===== config.mk =====
export PLATFORM = sky130hd
export DESIGN_NAME = usdp_shadow_port
export DESIGN_NICKNAME = d
export VERILOG_FILES = /design/src/usdp_pkg.sv /design/src/usdp_shadow_port.sv
export SDC_FILE = /design/constraint.sdc
export NUM_CORES = 1
export LEC_CHECK = 0
export BUFFER_PORTS_ARGS = -buffer_cell sky130_fd_sc_hd__buf_2
export CORE_MARGIN = 1
export CORE_UTILIZATION = 55
export DETAILED_ROUTE_END_ITERATION = 8
export GPL_ROUTABILITY_DRIVEN = 0
export PLACE_DENSITY = 0.86
export SYNTH_ARGS = -nofsm -noshare
export SYNTH_HDL_FRONTEND = slang
export SYNTH_SLANG_ARGS = --single-unit

===== constraint.sdc =====
create_clock -name sys_clk -period 8.51 [get_ports sys_clk]
set_input_delay 0 -clock sys_clk [delete_from_list [all_inputs] [get_ports sys_clk]]
set_output_delay 0 -clock sys_clk [all_outputs]
set_load 0.01 [all_outputs]

===== src/usdp_pkg.sv =====
/*
 * Constants for the shadow data-port block: register offsets, field
 * positions, reset values and FIFO sizing.
 * Assumes a 32-bit classic Wishbone slave with byte addresses.
 */
package usdp_pkg;
    // Shadow alias window: sixteen word-spaced locations
    localparam logic [31:0] ALIAS_BASE     = 32'h50001030;
    localparam logic [31:0] ALIAS_12_ADDR  = 32'h50001060;
    localparam logic [31:0] ALIAS_13_ADDR  = 32'h50001064;
    localparam int          ALIAS_COUNT    = 16;
    localparam logic [31:0] ALIAS_SPAN     = 32'h00000040;
    // Control, status and interrupt registers
    localparam logic [31:0] FIFO_CTRL_ADDR = 32'h50001100;
    localparam logic [31:0] LINE_STAT_ADDR = 32'h50001104;
    localparam logic [31:0] IRQ_STAT_ADDR  = 32'h50001108;
    localparam logic [31:0] IRQ_MASK_ADDR  = 32'h5000110C;
    localparam logic [31:0] RX_IN_ADDR     = 32'h50001110;
    localparam logic [31:0] TX_POP_ADDR    = 32'h50001114;
    // Field positions
    localparam int FCR_FIFO_EN_BIT  = 0;
    localparam int FCR_IR_MODE_BIT  = 1;
    localparam int LSR_DR_BIT       = 0;
    localparam int LSR_OE_BIT       = 1;
    localparam int LSR_TX_HOLDING_EMPTY_FLAG_BIT     = 5;
    localparam int IRQ_OVERRUN_BIT  = 0;
    localparam int IRQ_RX_BIT       = 1;
    localparam int IRQ_TXE_BIT      = 2;
    localparam int IRQ_WIDTH        = 3;
    // Sizes and reset values
    localparam int          FIFO_DEPTH   = 16;
    localparam int          PTR_W        = 4;
    localparam int          CNT_W        = 5;
    localparam logic [7:0]  DATA_RESET   = 8'h00;
    localparam logic [15:0] ALIAS_RESET  = 16'h0000;
    localparam logic [31:0] ZERO_WORD    = 32'h00000000;
endpackage


===== src/usdp_shadow_port.sv =====
/*
 * Shadow data-port of an asynchronous serial port, with its receive and
 * transmit storage, line status, overrun reporting and interrupt.
 * Assumes a classic Wishbone master on sys_clk and a receiver/transmitter
 * shifter outside that presents received bytes and drains bytes to send.
 * Limitations: FIFO depth is fixed at sixteen; a full transmit FIFO
 * drops writes instead of stalling the bus, so software must watch
 * transmit-holding-empty. Reading an empty alias returns the stale head.
 * Baud timing, line control and the serial shifter itself live outside.
 */
// Notes on behaviour
// Receive buffer and transmit holding register appear at sixteen word-spaced aliases.
// Alias reads return the received byte in bits 7:0, plain or infrared.
// Software trusts the received byte only while data-ready is set.
// FIFOs off: a new byte overwrites an unread one and raises overrun.
// FIFOs on: alias reads return the head of the receive FIFO.
// Receive FIFO full: keep contents, drop the new byte, raise overrun.
// Alias writes queue a byte for the serial or inverted infrared output.
// Software writes transmit data only while transmit-holding-empty is set.
// FIFOs off: one written byte clears transmit-holding-empty.
// FIFOs off: further writes before empty returns overwrite pending data.
// FIFOs on: sixteen bytes are accepted before the transmit FIFO is full.
// Writes to a full transmit FIFO are dropped, contents unchanged.
// Alias bits 15:8 read zero and ignore writes.
`timescale 1ns/1ns
module usdp_shadow_port (
    // Clock and reset
    input  wire logic        sys_clk,
    input  wire logic        rst_b,
    // Wishbone slave
    input  wire logic        wb_cyc_i,
    input  wire logic        wb_stb_i,
    input  wire logic        wb_we_i,
    input  wire logic [31:0] wb_adr_i,
    input  wire logic [3:0]  wb_sel_i,
    input  wire logic [31:0] wb_dat_i,
    output logic      [31:0] wb_dat_o,
    output logic             wb_ack_o,
    output logic             wb_err_o,
    // Receive side from the shifter
    input  wire logic        rx_valid,
    input  wire logic [7:0]  rx_byte,
    // Transmit side to the shifter
    input  wire logic        tx_pop,
    output logic      [7:0]  tx_byte,
    output logic             tx_avail,
    output logic             ir_mode,
    // Interrupt
    output logic             irq
);
    // Storage arrays
    logic [7:0] rx_mem [usdp_pkg::FIFO_DEPTH];
    logic [7:0] tx_mem [usdp_pkg::FIFO_DEPTH];

    // Receive FIFO pointers and fill count
    logic [usdp_pkg::PTR_W-1:0]     rx_rd_reg;
    logic [usdp_pkg::PTR_W-1:0]     rx_wr_reg;
    logic [usdp_pkg::CNT_W-1:0]     rx_cnt_reg;
    logic [usdp_pkg::CNT_W-1:0]     rx_cnt_next;
    // Transmit FIFO pointers and fill count
    logic [usdp_pkg::PTR_W-1:0]     tx_rd_reg;
    logic [usdp_pkg::PTR_W-1:0]     tx_wr_reg;
    logic [usdp_pkg::CNT_W-1:0]     tx_cnt_reg;
    logic [usdp_pkg::CNT_W-1:0]     tx_cnt_next;
    // Pointer next values, one step ahead of each pointer
    logic [usdp_pkg::PTR_W-1:0]     rx_rd_next;
    logic [usdp_pkg::PTR_W-1:0]     rx_wr_next;
    logic [usdp_pkg::PTR_W-1:0]     tx_rd_next;
    logic [usdp_pkg::PTR_W-1:0]     tx_wr_next;
    // Single-byte holding used with FIFOs off
    logic [7:0]                     rx_buffer_reg;
    logic [7:0]                     tx_holding_reg;
    logic                           rx_full_flag_reg;
    logic                           tx_full_flag_reg;
    // Control, line status and interrupt state
    logic [1:0]                     fifo_control_reg;
    logic                           overrun_reg;
    logic [usdp_pkg::IRQ_WIDTH-1:0] irq_stat_reg;
    logic [usdp_pkg::IRQ_WIDTH-1:0] irq_mask_reg;
    logic [usdp_pkg::IRQ_WIDTH-1:0] irq_stat_next;
    // Registered bus answer
    logic                           ack_reg;
    logic                           err_reg;
    logic [31:0]                    dat_reg;

    // Address decode
    function automatic logic is_alias(input logic [31:0] a);
        return (a >= usdp_pkg::ALIAS_BASE) &&
               (a < usdp_pkg::ALIAS_BASE + usdp_pkg::ALIAS_SPAN) && (a[1:0] == 2'h0);
    endfunction

    // Pointer step, wrapping naturally at the power-of-two depth
    function automatic logic [usdp_pkg::PTR_W-1:0] next_ptr(
        input logic [usdp_pkg::PTR_W-1:0] p);
        return p + usdp_pkg::PTR_W'(1);
    endfunction

    // FIFO full test on a fill count
    function automatic logic cnt_full(input logic [usdp_pkg::CNT_W-1:0] c);
        return c == usdp_pkg::CNT_W'(usdp_pkg::FIFO_DEPTH);
    endfunction

    wire req         = wb_cyc_i && wb_stb_i && !ack_reg && !err_reg;
    wire hit_alias   = is_alias(wb_adr_i);
    wire hit_fcr     = wb_adr_i == usdp_pkg::FIFO_CTRL_ADDR;
    wire hit_lsr     = wb_adr_i == usdp_pkg::LINE_STAT_ADDR;
    wire hit_ist     = wb_adr_i == usdp_pkg::IRQ_STAT_ADDR;
    wire hit_imk     = wb_adr_i == usdp_pkg::IRQ_MASK_ADDR;
    wire hit_any     = hit_alias || hit_fcr || hit_lsr || hit_ist || hit_imk;
    wire wr_alias    = req && wb_we_i && hit_alias && wb_sel_i[0];
    wire rd_alias    = req && !wb_we_i && hit_alias;
    wire rd_lsr      = req && !wb_we_i && hit_lsr;
    wire fifo_en     = fifo_control_reg[usdp_pkg::FCR_FIFO_EN_BIT];
    // Register write strobes; only byte lane 0 carries writable bits
    wire wr_fcr      = req && wb_we_i && hit_fcr && wb_sel_i[0];
    wire wr_imk      = req && wb_we_i && hit_imk && wb_sel_i[0];
    wire wr_ist      = req && wb_we_i && hit_ist && wb_sel_i[0];

    // Status flags seen by software
    wire data_ready_flag       = fifo_en ? (rx_cnt_reg != '0) : rx_full_flag_reg;
    wire tx_holding_empty_flag = fifo_en ? (tx_cnt_reg == '0) : !tx_full_flag_reg;
    // Line status byte: ready in bit 0, overrun in bit 1, empty in bit 5
    wire [7:0] line_status_reg = {2'h0, tx_holding_empty_flag, 3'h0, overrun_reg,
                                  data_ready_flag};

    // Receive events
    wire rx_fifo_full = cnt_full(rx_cnt_reg);
    wire rx_pop       = rd_alias && data_ready_flag;
    wire rx_push      = rx_valid && fifo_en && (!rx_fifo_full || rx_pop);
    wire rx_over      = rx_valid && (fifo_en ? (rx_fifo_full && !rx_pop)
                                             : (rx_full_flag_reg && !rx_pop));
    wire [7:0] rx_head = fifo_en ? rx_mem[rx_rd_reg] : rx_buffer_reg;

    // Transmit events; a full FIFO drops writes rather than stalling the bus
    wire tx_fifo_full = cnt_full(tx_cnt_reg);
    wire tx_push      = wr_alias && fifo_en && !tx_fifo_full;
    wire tx_take      = tx_pop && tx_avail;
    wire tx_fpop      = tx_take && fifo_en;

    // Transmit side outputs towards the shifter
    assign tx_avail = fifo_en ? (tx_cnt_reg != '0) : tx_full_flag_reg;
    assign ir_mode  = fifo_control_reg[usdp_pkg::FCR_IR_MODE_BIT];
    assign tx_byte  = fifo_en ? tx_mem[tx_rd_reg] : tx_holding_reg;

    // Fill counts move by one push and one pop per cycle
    assign rx_cnt_next = rx_cnt_reg + usdp_pkg::CNT_W'(rx_push)
                         - usdp_pkg::CNT_W'(rx_pop && fifo_en);
    assign tx_cnt_next = tx_cnt_reg + usdp_pkg::CNT_W'(tx_push)
                         - usdp_pkg::CNT_W'(tx_fpop);

    // Pointer next values
    assign rx_rd_next = next_ptr(rx_rd_reg);
    assign rx_wr_next = next_ptr(rx_wr_reg);
    assign tx_rd_next = next_ptr(tx_rd_reg);
    assign tx_wr_next = next_ptr(tx_wr_reg);

    // Interrupt sources; set wins over a write-one clear
    wire [usdp_pkg::IRQ_WIDTH-1:0] irq_set = {tx_take, rx_valid, rx_over};
    wire [usdp_pkg::IRQ_WIDTH-1:0] irq_clr =
        wr_ist ? wb_dat_i[usdp_pkg::IRQ_WIDTH-1:0] : '0;
    assign irq_stat_next = (irq_stat_reg & ~irq_clr) | irq_set;
    // Level interrupt from unmasked sticky bits
    assign irq           = |(irq_stat_reg & irq_mask_reg);

    // Read words per register; the alias upper byte stays zero
    wire [31:0] alias_word = {24'h0, rx_head};
    wire [31:0] fcr_word   = {30'h0, fifo_control_reg};
    wire [31:0] lsr_word   = {24'h0, line_status_reg};
    wire [31:0] ist_word   = {29'h0, irq_stat_reg};
    wire [31:0] imk_word   = {29'h0, irq_mask_reg};
    // Read data selection
    wire [31:0] rd_data =
        hit_alias ? alias_word :
        hit_fcr   ? fcr_word :
        hit_lsr   ? lsr_word :
        hit_ist   ? ist_word :
        hit_imk   ? imk_word : usdp_pkg::ZERO_WORD;

    // Bus answer one cycle after the request
    always_ff @(posedge sys_clk) begin
        if (!rst_b) begin
            ack_reg <= 1'b0;
        end else begin
            ack_reg <= req && hit_any;
        end
    end

    // Unmapped or unaligned addresses get err and have no effect
    always_ff @(posedge sys_clk) begin
        if (!rst_b) begin
            err_reg <= 1'b0;
        end else begin
            err_reg <= req && !hit_any;
        end
    end

    // Read data stands only in the answer cycle, zero otherwise
    always_ff @(posedge sys_clk) begin
        if (!rst_b) begin
            dat_reg <= usdp_pkg::ZERO_WORD;
        end else begin
            dat_reg <= req ? rd_data : usdp_pkg::ZERO_WORD;
        end
    end
    assign wb_ack_o = ack_reg;
    assign wb_err_o = err_reg;
    assign wb_dat_o = dat_reg;

    // FIFO enable and infrared mode control
    always_ff @(posedge sys_clk) begin
        if (!rst_b) begin
            fifo_control_reg <= 2'h0;
        end else if (wr_fcr) begin
            fifo_control_reg <= wb_dat_i[1:0];
        end
    end

    // Interrupt mask, one enable per status bit
    always_ff @(posedge sys_clk) begin
        if (!rst_b) begin
            irq_mask_reg <= '0;
        end else if (wr_imk) begin
            irq_mask_reg <= wb_dat_i[usdp_pkg::IRQ_WIDTH-1:0];
        end
    end

    // Sticky interrupt status
    always_ff @(posedge sys_clk) begin
        if (!rst_b) begin
            irq_stat_reg <= '0;
        end else begin
            irq_stat_reg <= irq_stat_next;
        end
    end

    // Overrun flag clears on a line status read; a new overrun wins
    always_ff @(posedge sys_clk) begin
        if (!rst_b)
            overrun_reg <= 1'b0;
        else if (rx_over)
            overrun_reg <= 1'b1;
        else if (rd_lsr)
            overrun_reg <= 1'b0;
    end

    // Single receive buffer used with FIFOs off; a new byte overwrites
    always_ff @(posedge sys_clk) begin
        if (!rst_b) begin
            rx_buffer_reg <= usdp_pkg::DATA_RESET;
        end else if (!fifo_en && rx_valid) begin
            rx_buffer_reg <= rx_byte;
        end
    end

    // Data ready of the single buffer; an arriving byte wins over a read
    always_ff @(posedge sys_clk) begin
        if (!rst_b || fifo_en) begin
            rx_full_flag_reg <= 1'b0;
        end else if (rx_valid) begin
            rx_full_flag_reg <= 1'b1;
        end else if (rx_pop) begin
            rx_full_flag_reg <= 1'b0;
        end
    end

    // Single transmit holding register used with FIFOs off
    always_ff @(posedge sys_clk) begin
        if (!rst_b) begin
            tx_holding_reg <= usdp_pkg::DATA_RESET;
        end else if (!fifo_en && wr_alias) begin
            tx_holding_reg <= wb_dat_i[7:0];
        end
    end

    // Holding-full flag; a write wins over a shifter take in one cycle
    always_ff @(posedge sys_clk) begin
        if (!rst_b || fifo_en) begin
            tx_full_flag_reg <= 1'b0;
        end else if (wr_alias) begin
            tx_full_flag_reg <= 1'b1;
        end else if (tx_take) begin
            tx_full_flag_reg <= 1'b0;
        end
    end

    // Receive FIFO fill count; turning FIFOs off flushes it
    always_ff @(posedge sys_clk) begin
        if (!rst_b || !fifo_en) begin
            rx_cnt_reg <= '0;
        end else begin
            rx_cnt_reg <= rx_cnt_next;
        end
    end

    // Receive FIFO write pointer
    always_ff @(posedge sys_clk) begin
        if (!rst_b || !fifo_en) begin
            rx_wr_reg <= '0;
        end else if (rx_push) begin
            rx_wr_reg <= rx_wr_next;
        end
    end

    // Receive FIFO read pointer, advanced by an alias read
    always_ff @(posedge sys_clk) begin
        if (!rst_b || !fifo_en) begin
            rx_rd_reg <= '0;
        end else if (rx_pop) begin
            rx_rd_reg <= rx_rd_next;
        end
    end

    // Receive storage; no reset, as only counted entries are read
    always_ff @(posedge sys_clk) begin
        if (rx_push)
            rx_mem[rx_wr_reg] <= rx_byte;
    end

    // Transmit FIFO fill count; turning FIFOs off flushes it
    always_ff @(posedge sys_clk) begin
        if (!rst_b || !fifo_en) begin
            tx_cnt_reg <= '0;
        end else begin
            tx_cnt_reg <= tx_cnt_next;
        end
    end

    // Transmit FIFO write pointer
    always_ff @(posedge sys_clk) begin
        if (!rst_b || !fifo_en) begin
            tx_wr_reg <= '0;
        end else if (tx_push) begin
            tx_wr_reg <= tx_wr_next;
        end
    end

    // Transmit FIFO read pointer, advanced by a shifter take
    always_ff @(posedge sys_clk) begin
        if (!rst_b || !fifo_en) begin
            tx_rd_reg <= '0;
        end else if (tx_fpop) begin
            tx_rd_reg <= tx_rd_next;
        end
    end

    // Transmit storage; no reset, as only counted entries are sent
    always_ff @(posedge sys_clk) begin
        if (tx_push)
            tx_mem[tx_wr_reg] <= wb_dat_i[7:0];
    end
endmodule


; ---- After elaboration in Yosys (flattened, before gate mapping)
; Memories as Yosys holds them, arrays and structs flattened. A register that Yosys moved wholly into a read port is not among the register bits.
; Index checks and enable logic that the tools add are counted.
; Widths: inputs -> output; s select.
[op_classes]
add_sub_neg = 8
eq_ne = 6
magnitude_cmp = 2
mux = 26
n_reduce_logical = 59
bitwise = 6
[ops]
columns = operator, count
row1 = $eq 32x31->1 const B, 4
row2 = $ge 32x31->1 const B, 1
row3 = $logic_and 1x1->1, 32
row4 = $lt 32x31->1 const B, 1
row5 = $mux 8, 3
row6 = $add 4x1->4 const B, 4
row7 = $mux 4, 4
row8 = $mux 1, 14
row9 = $mux 6, 2
row10 = $add 5x1->5, 2
row11 = $eq 5x5->1 const B, 2
row12 = $logic_not 1->1, 10
row13 = $reduce_bool 5->1, 2
row14 = $sub 5x1->5, 2
row15 = $mux 3, 3
row16 = $logic_or 1x1->1, 7
row17 = $and 3x3->3, 2
row18 = $reduce_bool 2->1, 3
row19 = $reduce_or 6->1, 1
row20 = $logic_not 5->1, 1
row21 = $not 3->3, 1
row22 = $or 3x3->3, 1
row23 = $reduce_or 3->1, 1
row24 = $logic_not 2->1, 1
row25 = other kinds (2), 3
[totals]
word_cells = 127
ramBits = 256
register_bits = 87
memories = 2
inputBits = 83
[mem_list]
columns = name, words, width, read_ports, rd_clocked_by_memory_dff, write_ports, line_no
row1 = rx_mem, 16, 8, 1, 1, 1, usdp_shadow_port.sv:52  ; logic [7:0] rx_mem [usdp_pkg::FIFO_DEPTH];
row2 = tx_mem, 16, 8, 1, 1, 1, usdp_shadow_port.sv:53  ; logic [7:0] tx_mem [usdp_pkg::FIFO_DEPTH];

; ---- Longest topological paths before layout
; Gate-level depths: netlist of the first run.
[depth]
word_depth = 11
ltp_mapped = 16
depth_no_buf = 14

; ---- Worst setup path before layout of the first run
; OpenSTA, ideal clock, no wires.
[synth_path]
path_kind = reg-to-reg
from = register rx_cnt_reg[2] in the netlist's numbering
to = register rx_cnt_reg[4] in the netlist's numbering
required_time_ps = 8440
path_buffers = 2
slack_ps = 5145
arrival_ps = 3295
path_stages_with_launch = 17
cell_sequence = dfxtp_1 -> inv_1 -> ha_1 -> nor4b_1 -> a2111o_1 -> nor4_2 -> buf_4 -> buf_6 -> o211ai_1 -> ha_1 -> inv_1 -> ha_1 -> fa_1 -> a21oi_1 -> nor2_1 -> or3_1 -> a21oi_1
[synth_via]
elab_chain_len = 7
[synth_rtl]
columns = item, line_no
row1 = from (decl), usdp_shadow_port.sv:58  ; logic [usdp_pkg::CNT_W-1:0] rx_cnt_reg;
row2 = from (signal assigned), usdp_shadow_port.sv:291  ; rx_cnt_reg <= rx_cnt_next;
row3 = $reduce_bool 5->1, usdp_shadow_port.sv:120  ; wire data_ready_flag = fifo_en ? (rx_cnt_reg != '0) : rx_full_flag_reg;
row4 = $mux 1, usdp_shadow_port.sv:120
row5 = $logic_and 1x1->1, usdp_shadow_port.sv:128  ; wire rx_pop = rd_alias && data_ready_flag;
row6 = $logic_or 1x1->1, usdp_shadow_port.sv:129  ; wire rx_push = rx_valid && fifo_en && (!rx_fifo_full || rx_pop);
row7 = $logic_and 1x1->1, usdp_shadow_port.sv:129
row8 = $add 5x1->5, usdp_shadow_port.sv:146  ; assign rx_cnt_next = rx_cnt_reg + usdp_pkg::CNT_W'(rx_push)
row9 = $sub 5x1->5 (*), usdp_shadow_port.sv:147  ; - usdp_pkg::CNT_W'(rx_pop && fifo_en);
; Every way passes the cells marked *; elsewhere a longest branch is shown, timed or not.
; A chain may end at the register's enable or synchronous reset.

; ---- Worst setup path after layout of the first run
; Same ends and word-level chain as after synthesis.

==> impl_metrics.csv, run 1 <==
group,metric,value,unit
detailed_routing,drt_iter0_markers,1046,
timing,rsz0062_at_grt,"false",
place,io_buffer_count,76,
detailed_routing,avgRoutedWirePerCell,23.0,microns
critical_path,critical_path.max_fanout,20,
global_routing,grt_pass1_vias,8673,
detailed_routing,ant_nets,0,
timing,finalCritPeriodShare,42.6,%
timing,slew_violations,0,
critical_path,startpoint_type,"flop",
timing,period_needed,3.62,ns
place,hpwl,18500,microns
detailed_routing,via_per_inst,6.23,
die,start_util,56.5,%
clock_tree,cts_buffers,34,
timing,tns,0,ns
critical_path,worstSetupPathType,"flop to flop",
timing,tightest_slew,1.02,ns
timing,hold_viol,0,
clock_tree,cts.sinks,327,
logic_synthesis,synth_edf_count,256,
logic_synthesis,ys_seq_area_share,65.7,%
cells_and_area,post-route-util,64.8,%
hold_path,hp-class,"input pin to flop",
timing,timing.slew.headroom,31.4,%
cells_and_area,nNetsFinal,1096,
global_routing,grt_usage,24.6,%
clock_tree,htree_num_levels,2,
cells_and_area,seq_area,9110,sq um
logic_synthesis,synth_flop_cell,"edfxtp_1",
logic_synthesis,syn_area_per_cell,15.9,sq um
critical_path,cp-end-kind,"flop",
die,die_area,25800,sq um
critical_path,arrival,4.06,ns
clock_tree,clock_latency,0.53,ns
logic_synthesis,yosysUniqueCellTypes,70,
clock_tree,clockBufferDepth,3,
critical_path,cp.required,8.94,ns
power,peakVddDrop,136,uV
global_routing,grt_max_degree,35,
place,place_inst,1244,
detailed_routing,drt-total-wl,30900,microns
logic_synthesis,yosys_register_bits,327,
die,fp.coreArea,24500,sq um
logic_synthesis,synthArstFlopShare,0,%
power,power_density,205,nW/um^2
cells_and_area,area_growth,14.8,%
power,p_leak,5.29,nW
timing,fmax,0.276,GHz
die,die_w,161,microns
cells_and_area,stdcell_count,1339,
logic_synthesis,ys_warn_count,0,
clock_tree,cts_tree,"done",
cells_and_area,fill_cells,1648,
clock_tree,clk_root_buffer_cell,"clkbuf_16",
timing,setup_violations,0,
logic_synthesis,netlist_area,13900,sq um
run,max-cap-violations,0,
cells_and_area,multi_input_area,4390,sq um
die,die_y,161,microns
detailed_routing,num_vias,8336,
detailed_routing,drt-pass1-iter-count,5,
clock_tree,path_clk_slew,0.06,ns
global_routing,grt_pass1_wl,48100,microns
global_routing,antenna_found_initial,1,
status,status,"completed",
detailed_routing,drc,0,
die,rows,57,
timing,fin_worst_skew,0.0282,ns
die,io_pins,128,
global_routing,grt_overflow,0,
logic_synthesis,synthCells,874,
cells_and_area,largestRegisters,"rx_mem: 128 flops, tx_mem: 128 flops",
cells_and_area,drive_above_1_share,23.9,%
## what timing repair did
action | 4_1_cts | 5_1_grt
buffers inserted | 0 | 0
hold buffers | 33 | 0
gates resized for setup | 0 | 0
setup endpoints to repair | 0 | 0
hold endpoints to repair | 298 | 0
## power by group
part	internal (mW)	leakage (nW)	switching [mW]
registers	1.72	2.88	0.00282
logic	0.0274	1.88	0.0513
clock network	0.833	0.534	0.625
total	2.58	5.29	0.679
## placed cells by master, fill, tap and decap left out, types with 4 or more instances in the layout
| cell | instances |
|---|---|
| a211oi_1 | 10 |
| a21oi_1 | 28 |
| a221o_1 | 9 |
| a22o_1 | 4 |
| a31o_2 | 5 |
| and3_1 | 12 |
| buf_2 | 76 |
| buf_4 | 15 |
| clkbuf_1 | 9 |
| clkbuf_16 | 34 |
| clkinv_1 | 4 |
| clkinv_2 | 5 |
| conb_1 | 24 |
| dfxtp_1 | 69 |
| dlygate4sd3_1 | 33 |
| edfxtp_1 | 256 |
| ha_1 | 22 |
| inv_1 | 21 |
| mux2_2 | 10 |
| mux2i_1 | 40 |
| mux4_2 | 63 |
| nand2_1 | 26 |
| nand2b_1 | 4 |
| nand3_1 | 21 |
| nand4_1 | 12 |
| nor2_1 | 69 |
| nor2b_1 | 7 |
| nor3_1 | 22 |
| nor4_1 | 4 |
| nor4_4 | 4 |
| o2111ai_1 | 4 |
| o21ai_0 | 7 |
| o31ai_1 | 4 |
| xnor2_1 | 5 |
| xor2_1 | 5 |
## per-layer routing
layer  vias to the layer above  GRT usage, %  routed length, microns
met4                         0          11.1                    1090
li1                       3620             -                       -
met3                        92          3.80                    2580
met1                      4145          31.3                   11600
met5                         -             0                       0
met2                       479          41.6                   15600
## cell usage after synthesis, drive strengths merged, types with 5 or more instances
cell type	count	share of area, %
a211oi	10	0.54
a21oi	28	1.0
a221o	9	0.65
a31o	5	0.32
and3	12	0.54
buf	45	2.0
clkbuf	23	0.63
dfxtp	71	10
edfxtp	256	55
ha	22	2.0
inv	21	0.57
mux2	10	0.81
mux2i	40	2.9
mux4	63	10
nand2	26	0.70
nand3	22	0.88
nand4	13	0.63
nor2	70	1.9
nor2b	7	0.32
nor3	24	0.98
nor4	10	0.97
nor4b	6	0.70
o21ai	7	0.25
xnor2	5	0.32
xor2	5	0.32
## layout make-up
cell class / instances / area share (%)
repair buffers: 124 / 5.18
flip-flops and latches: 327 / 57.3
diodes: 1 / 0.0157
clock buffers: 45 / 5.73
well taps: 324 / 2.55
multi-input cells: 480 / 27.6
clock inverters: 16 / 1.16
inverters: 22 / 0.519
## logic make-up (layout without fill, tap and decap cells)
group / Yosys count / count (layout) / share of synthesized area, %
xor gates and xnor gates: 10 / 10 / 0.632
and+or+nand+nor: 217 / 217 / 9.29
AOI/OAI and AO/OA: 92 / 92 / 4.86
buffers and inverters: 90 / 207 / 3.28
DFF: 327 / 327 / 65.7
adders and majority gates: 24 / 24 / 2.27
muxes: 113 / 113 / 13.9
other: 1 / 25 / 0.0271
## final timing paths
| path | startpoint | end | slack (ns) | cells after the start |
|---|---|---|---|---|
| setup / recovery | rx_cnt_reg[2] | rx_cnt_reg[4] | 4.89 | 15 |
| hold / removal | wb_adr_i[3] | fifo_control_reg[1] | 0.04 | 4 |
| setup reg to reg | rx_cnt_reg[2] | rx_cnt_reg[4] | 4.89 | 15 |
| hold reg to reg | rx_buffer_reg[5] | wb_dat_o[5] | 0.47 | 1 |
## metrics by stage
stage	power (mW)	hold WS [ns]	area (sq um)	worst slack, ns
after floorplan	1.79	0.0989	13900	5.14
after global placement	1.82	0.393	14500	5.00
final	3.26	0.0396	15900	4.89
after global routing	3.35	0.0582	15900	4.64
after detailed placement	1.82	0.394	14500	4.95
after CTS	3.28	0.0154	15900	4.90
## worst max-delay path, stage by stage (launching register included)
cell      delay, ns
dfxtp_1        0.34
inv_1          0.06
ha_1           0.22
nor4b_1        0.20
a2111o_1       0.43
nor4_2         0.21
buf_4          0.27
o211ai_1       0.11
ha_1           0.30
inv_1          0.04
ha_1           0.20
fa_1           0.42
a21oi_1        0.15
nor2_1         0.07
or3_1          0.36
a21oi_1        0.15
Note: power is estimated with default switching activity, not from simulation.
==> inputs of run 2 (changes only) <==
- ABC_AREA: default -> 1
- CORE_UTILIZATION: 55 -> 54
- PLACE_DENSITY: 0.86 -> 0.87
- clock period: 8.51 -> 3.1 ns (I/O delays scaled with it)
==> impl_metrics.csv, run 2 <==
group,metric,value,unit
detailed_routing,ant_nets,0,
detailed_routing,drc,0,
place,io_buffer_count,76,
detailed_routing,avgRoutedWirePerCell,19.0,microns
die,die_w,163,microns
power,p_int,6.87,mW
cells_and_area,drive_above_1_share,14.6,%
cells_and_area,mostFrequentLayoutCell,"nor2_1",
global_routing,grt_usage,25.4,%
power,peakVddDrop,387,uV
logic_synthesis,yosysMostFrequentCell,"nor2_1",
logic_synthesis,netlist_area,14000,sq um
detailed_routing,via_per_inst,5.94,
timing,tightest_slew,0.994,ns
die,io_pins,128,
cells_and_area,stdcell_count,1791,
cells_and_area,nNetsFinal,1544,
clock_tree,clock_latency,0.55,ns
place,placed_cell_area,14800,sq um
place,hpwl,20400,microns
logic_synthesis,synthAdderAreaFrac,2.25,%
detailed_routing,drt-total-wl,34000,microns
logic_synthesis,yosysUniqueCellTypes,38,
logic_synthesis,synth_compound_area_share,11.6,%
logic_synthesis,ys_top_cells_by_count,"nor2_1, edfxtp_1, o21ai_0, nand2_1, inv_1",
logic_synthesis,yosysTopAreaCell,"edfxtp_1",
clock_tree,clk_root_buffer_cell,"clkbuf_16",
cells_and_area,design_area,16100,sq um
timing,setup_violations,0,
timing,fmax,0.342,GHz
critical_path,critical_path.max_fanout,21,
detailed_routing,num_vias,10638,
global_routing,antenna_found_initial,0,
power,pwr-share-comb,2.4,%
critical_path,cp-end-kind,"flop",
global_routing,grt_max_degree,72,
place,dp_slack,0.155,ns
power,power_frac_seq,55.0,%
clock_tree,cts.sinks,327,
critical_path,cp.required,3.58,ns
power,p_leak,5.91,nW
cells_and_area,fill_cells,1756,
place,place_inst,1700,
global_routing,grt_overflow,0,
logic_synthesis,synth_top_family_by_area,"simple AND/OR/NAND/NOR gates",
logic_synthesis,synth_top_cell_area_share,54.8,%
timing,setup_ws,0.172,ns
logic_synthesis,synth_area_leaders,"edfxtp_1, dfxtp_1, nor2_1",
logic_synthesis,ys_seq_area_share,64.9,%
logic_synthesis,syn_area_per_cell,10.7,sq um
logic_synthesis,synth_flop_cell,"edfxtp_1",
die,fp.coreArea,25300,sq um
power,switching_share,20.2,%
timing,period_needed,2.93,ns
run,max-cap-violations,0,
die,die_area,26600,sq um
logic_synthesis,yosys_register_bits,327,
power,power_density,534,nW/um^2
cells_and_area,n_antenna_cell,0,
logic_synthesis,synth_mux_area_share,0,%
logic_synthesis,synth_edf_count,256,
global_routing,grt_pass1_vias,10238,
logic_synthesis,synth_xor_xnor_area_share,0.499,%
status,status,"completed",
critical_path,slowest_stage,"fa_2",
critical_path,timing.critical_path.mode_cell,"ha_1",
hold_path,hp-class,"input pin to flop",
critical_path,worstSetupPathType,"flop to flop",
critical_path,arrival,3.41,ns
clock_tree,clockBufferDepth,3,
timing,finalCritPeriodShare,94.4,%
die,start_util,55.4,%
die,die_y,163,microns
timing,rsz0062_at_grt,"false",
logic_synthesis,ys_warn_count,0,
logic_synthesis,synthArstFlopShare,0,%
timing,timing.slew.headroom,33.5,%
power,netSwitchingPower,1.74,mW
cells_and_area,layout_common_cells,"nor2_1, edfxtp_1, o21ai_0",
critical_path,crit_chain,"inv_1, ha_1, nand3_1, o21ai_1, nand2_2, nand4_4, nand2_4, nand2_8, ha_1, inv_1, ha_1, fa_2, nand2_1, a21oi_1, nor2_1, o21ai_0, a21oi_1",
timing,slew_violations,0,
clock_tree,cts_tree,"done",
clock_tree,path_clk_slew,0.07,ns
clock_tree,cts_buffers,30,
timing,tns,0,ns
timing,fin_worst_skew,0.00827,ns
timing,hold_viol,0,
cells_and_area,area_growth,15.0,%
detailed_routing,drt_iter0_markers,1411,
cells_and_area,largestRegisters,"rx_mem: 128 flops, tx_mem: 128 flops",
die,rows,58,
logic_synthesis,yosys.area_share.simple,14.9,%
power,p_clk_share,42.6,%
logic_synthesis,synthCells,1308,
detailed_routing,drt-pass1-iter-count,6,
critical_path,slowest_delay,0.37,ns
global_routing,grt_pass1_wl,52600,microns
clock_tree,htree_num_levels,1,
critical_path,startpoint_type,"flop",
[run 2: changes by cell type after synthesis, moves of 63 or more]
cell / before / now
o21ai_0: 7 / 156
nor2_1: 69 / 258
inv_1: 21 / 85
mux4_2: 63 / 0
nand2_1: 26 / 104
[run 2: path summary, 6_finish.rpt]
check | startpoint | end | slack (ns) | cells after the start
max | rx_cnt_reg[2] | rx_cnt_reg[4] | 0.17 | 17
min | wb_adr_i[13] | fifo_control_reg[0] | 0.03 | 6
min reg2reg | rx_buffer_reg[5] | rx_buffer_reg[5] | 0.47 | 2
max reg2reg | rx_cnt_reg[2] | rx_cnt_reg[4] | 0.17 | 17
[run 2: what timing repair did]
item | in CTS | in global routing
hold endpoints to repair | 294 | 0
setup endpoints to repair | 0 | 1
resized for setup | 0 | 2
setup buffers | 0 | 6
hold buffers | 29 | 0
[run 2: per-stage QoR]
| step | utilization, % | power [mW] | hold WS, ns |
|---|---|---|---|
| after detailed placement | 58.5 | 5.00 | 0.346 |
| after CTS | 63.5 | 8.58 | 0.00561 |
| after floorplan | - | 4.91 | 0.0989 |
| after global routing | 63.7 | 8.79 | 0.0613 |
| after global placement | 58.5 | 4.99 | 0.341 |
| final | 63.7 | 8.61 | 0.0303 |
[run 2: power by group through the flow]
stage / clock network [mW] / logic (mW) / registers (mW)
detailed placement: 0 / 0.167 / 4.83
global route: 3.84 / 0.228 / 4.73
finish: 3.67 / 0.209 / 4.73
global placement: 0 / 0.160 / 4.83
floorplan: 0 / 0.0855 / 4.83
CTS: 3.65 / 0.196 / 4.73
[run 2: layout make-up]
cell class / count / area (sq um) / area share (%)
timing repair buffer: 155 / 1050 / 6.48
clock inverter: 18 / 150 / 0.931
sequential: 327 / 9110 / 56.5
clock buffer: 38 / 832 / 5.16
tap: 330 / 413 / 2.56
multi-input combinational: 825 / 4220 / 26.1
inverter: 98 / 368 / 2.28
[run 2: kinds of logic after synthesis]
group,count (synthesis)
buf+inv,179
simple gates,485
other cells,1
xor+xnor,8
fa+ha+maj,24
flops,327
compound gates,284
[run 2: per-layer routing]
layer	vias up	wire length (microns)	GRT usage, %
li1	4821	-	-
met1	4943	12800	33.2
met2	771	16600	42.8
met3	103	3460	3.40
met4	0	1120	10.1
met5	-	0	0
[run 2: critical path, delay by kind of cell, from the launching register on]
kind / cells / cell delay, ns
fa+ha+maj: 4 / 1.10
simple gates: 7 / 0.92
compound gates: 4 / 0.39
flops: 1 / 0.34
buf+inv: 2 / 0.12
==> inputs of run 3 (changes only) <==
--- a/config.mk
+++ b/config.mk
@@ -7,3 +7,3 @@
 export LEC_CHECK = 0
-export ABC_AREA = 1
+export ABC_AREA = 0
 export BUFFER_PORTS_ARGS = -buffer_cell sky130_fd_sc_hd__buf_2
==> constraint.sdc (replaced) <==
create_clock -name sys_clk -period 3.1 [get_ports sys_clk]
set_input_delay 0.465 -clock sys_clk [delete_from_list [all_inputs] [get_ports sys_clk]]
set_output_delay 0.465 -clock sys_clk [all_outputs]
set_load 0.01 [all_outputs]
==> impl_metrics.csv, run 3 (same netlist as run 1, synthesis figures left out) <==
group,metric,value,unit
global_routing,grt_max_degree,35,
timing,period_needed,3.06,ns
power,power_density,562,nW/um^2
detailed_routing,drt_iter0_markers,834,
detailed_routing,drt-total-wl,31000,microns
critical_path,cp-end-kind,"flop",
timing,finalCritPeriodShare,98.6,%
timing,fin_worst_skew,0.0304,ns
global_routing,antenna_found_initial,1,
critical_path,worstSetupPathType,"flop to flop",
die,die_area,26300,sq um
hold_path,hold-path-cell-count,1,
die,rows,58,
cells_and_area,layout_common_cells,"edfxtp_1, buf_2, nor2_1",
clock_tree,htree_num_levels,2,
clock_tree,cts_buffers,34,
clock_tree,clk_root_buffer_cell,"clkbuf_16",
detailed_routing,via_per_inst,6.10,
critical_path,worstReg2RegStart,"rx_cnt_reg[2]",
detailed_routing,drt-pass1-iter-count,5,
detailed_routing,ant_nets,0,
detailed_routing,num_vias,8327,
clock_tree,clock_latency,0.53,ns
critical_path,arrival,3.51,ns
place,io_buffer_count,76,
power,peakVddDrop,520,uV
clock_tree,cts.sinks,327,
cells_and_area,largestRegisters,"rx_mem: 128 flops, tx_mem: 128 flops",
run,max-cap-violations,0,
hold_path,holdCritStartpoint,"rx_byte[0]",
timing,setup_violations,0,
die,fp.coreArea,25200,sq um
timing,tns,0,ns
cells_and_area,area_growth,16.1,%
detailed_routing,avgRoutedWirePerCell,22.7,microns
global_routing,grt_pass1_vias,8569,
die,die_w,162,microns
timing,fmax,0.327,GHz
global_routing,grt_pass1_wl,48100,microns
die,die_y,162,microns
cells_and_area,fill_cells,1686,
critical_path,startpoint,"rx_cnt_reg[2]",
cells_and_area,drive_above_1_share,29.2,%
timing,hold_viol,0,
critical_path,cp.required,3.56,ns
place,hpwl,19500,microns
timing,slew_violations,0,
cells_and_area,nNetsFinal,1115,
clock_tree,clockBufferDepth,3,
global_routing,grt_overflow,0,
detailed_routing,drc,0,
critical_path,r2r_cells,14,
critical_path,timing.rr.end,"rx_cnt_reg[4]",
global_routing,grt_usage,24.5,%
power,p_leak,5.46,nW
timing,whs,0.335,ns
clock_tree,cts_tree,"done",
clock_tree,path_clk_slew,0.06,ns
hold_path,worstHoldEndpoint,"rx_mem[2][0]",
timing,timing.slew.headroom,32.6,%
cells_and_area,mostFrequentLayoutCell,"edfxtp_1",
critical_path,rrSetupSlack,0.04,ns
critical_path,startpoint_type,"flop",
status,status,"completed",
timing,tightest_slew,1.01,ns
timing,rsz0062_at_grt,"true",
die,start_util,55.0,%
hold_path,hp-class,"input pin to flop",
die,io_pins,128,
critical_path,critical_path.max_fanout,3,
==> run 3: cell types whose count changed in the layout (fill, tap and decap cells not counted), moves of 15 or more <==
cell	previous run	this run
mux2i_1	0	40
dlygate4sd3_1	29	0
o211ai_1	21	3
mux4_2	0	63
nor2_1	258	69
buf_4	50	65
inv_1	85	21
o221ai_1	34	1
o21ai_0	156	7
nand2_1	104	26
nand3_1	61	21
==> run 3: worst max-delay path: stages, from the launching register on <==
cell,delay [ns]
dfxtp_2,0.32
inv_1,0.06
ha_2,0.19
nor4b_1,0.16
a2111o_1,0.41
nor4_4,0.17
o211ai_1,0.12
ha_1,0.29
inv_1,0.06
ha_4,0.16
fa_2,0.36
a21oi_2,0.13
nor2_1,0.07
or3_1,0.34
a21oi_1,0.15
==> run 3: what timing repair did <==
item / 4_1_cts / 5_1_grt
setup endpoints to repair: 1 / 1
gates cloned: 0 / 0
setup buffers: 0 / 0
hold buffers: 0 / 0
gates resized for setup: 3 / 2
==> run 3: worst max path at each step <==
stage                         end  slack [ns]  cells after the start
floorplan           rx_cnt_reg[4]       -0.11                     14
global placement    rx_cnt_reg[4]       -0.07                     14
detailed placement  rx_cnt_reg[4]       -0.15                     14
CTS                 rx_cnt_reg[4]      -0.003                     14
global route        rx_cnt_reg[4]       -0.11                     14
finish              rx_cnt_reg[4]        0.04                     14
==> run 3: metrics by stage <==
step | instance area [sq um] | util (%) | worst slack, ns | instances | power [mW]
2_1_floorplan | 14000 | - | -0.109 | 897 | 4.92
3_3_place_gp | 14900 | 59.2 | -0.0683 | 1302 | 5.00
3_5_place_dp | 14900 | 59.2 | -0.148 | 1302 | 5.01
4_1_cts | 16100 | 63.8 | -0.00330 | 1364 | 9.08
5_1_grt | 16100 | 63.9 | -0.112 | 1364 | 9.26
6_report | 16100 | 63.9 | 0.0448 | 1365 | 9.05
==> run 3: area by class of cell <==
| cell class | count | area (sq um) | area share [%] |
|---|---|---|---|
| flip-flops and latches | 327 | 9110 | 56.6 |
| multi-input cells | 480 | 4420 | 27.5 |
| clock buffers | 45 | 942 | 5.85 |
| repair buffers | 143 | 908 | 5.64 |
| well taps | 330 | 413 | 2.57 |
| clock inverters | 17 | 208 | 1.29 |
| inverters | 22 | 82.6 | 0.513 |
| diodes | 1 | 2.50 | 0.0156 |
==> run 3: per-layer routing <==
metal	GRT usage (%)	vias up	part of all wire, %
li1	-	3664	-
met4	10.7	0	3.3
met5	0	-	0
met3	4.52	79	7.7
met2	41.5	410	52
met1	30.9	4174	37
==> run 3: report_power, final <==
group / internal [mW] / switching [mW] / leakage, nW
Sequential: 4.73 / 0.00723 / 2.88
Clock: 2.43 / 1.70 / 0.564
Combinational: 0.0552 / 0.131 / 2.02
Total: 7.21 / 1.84 / 5.46
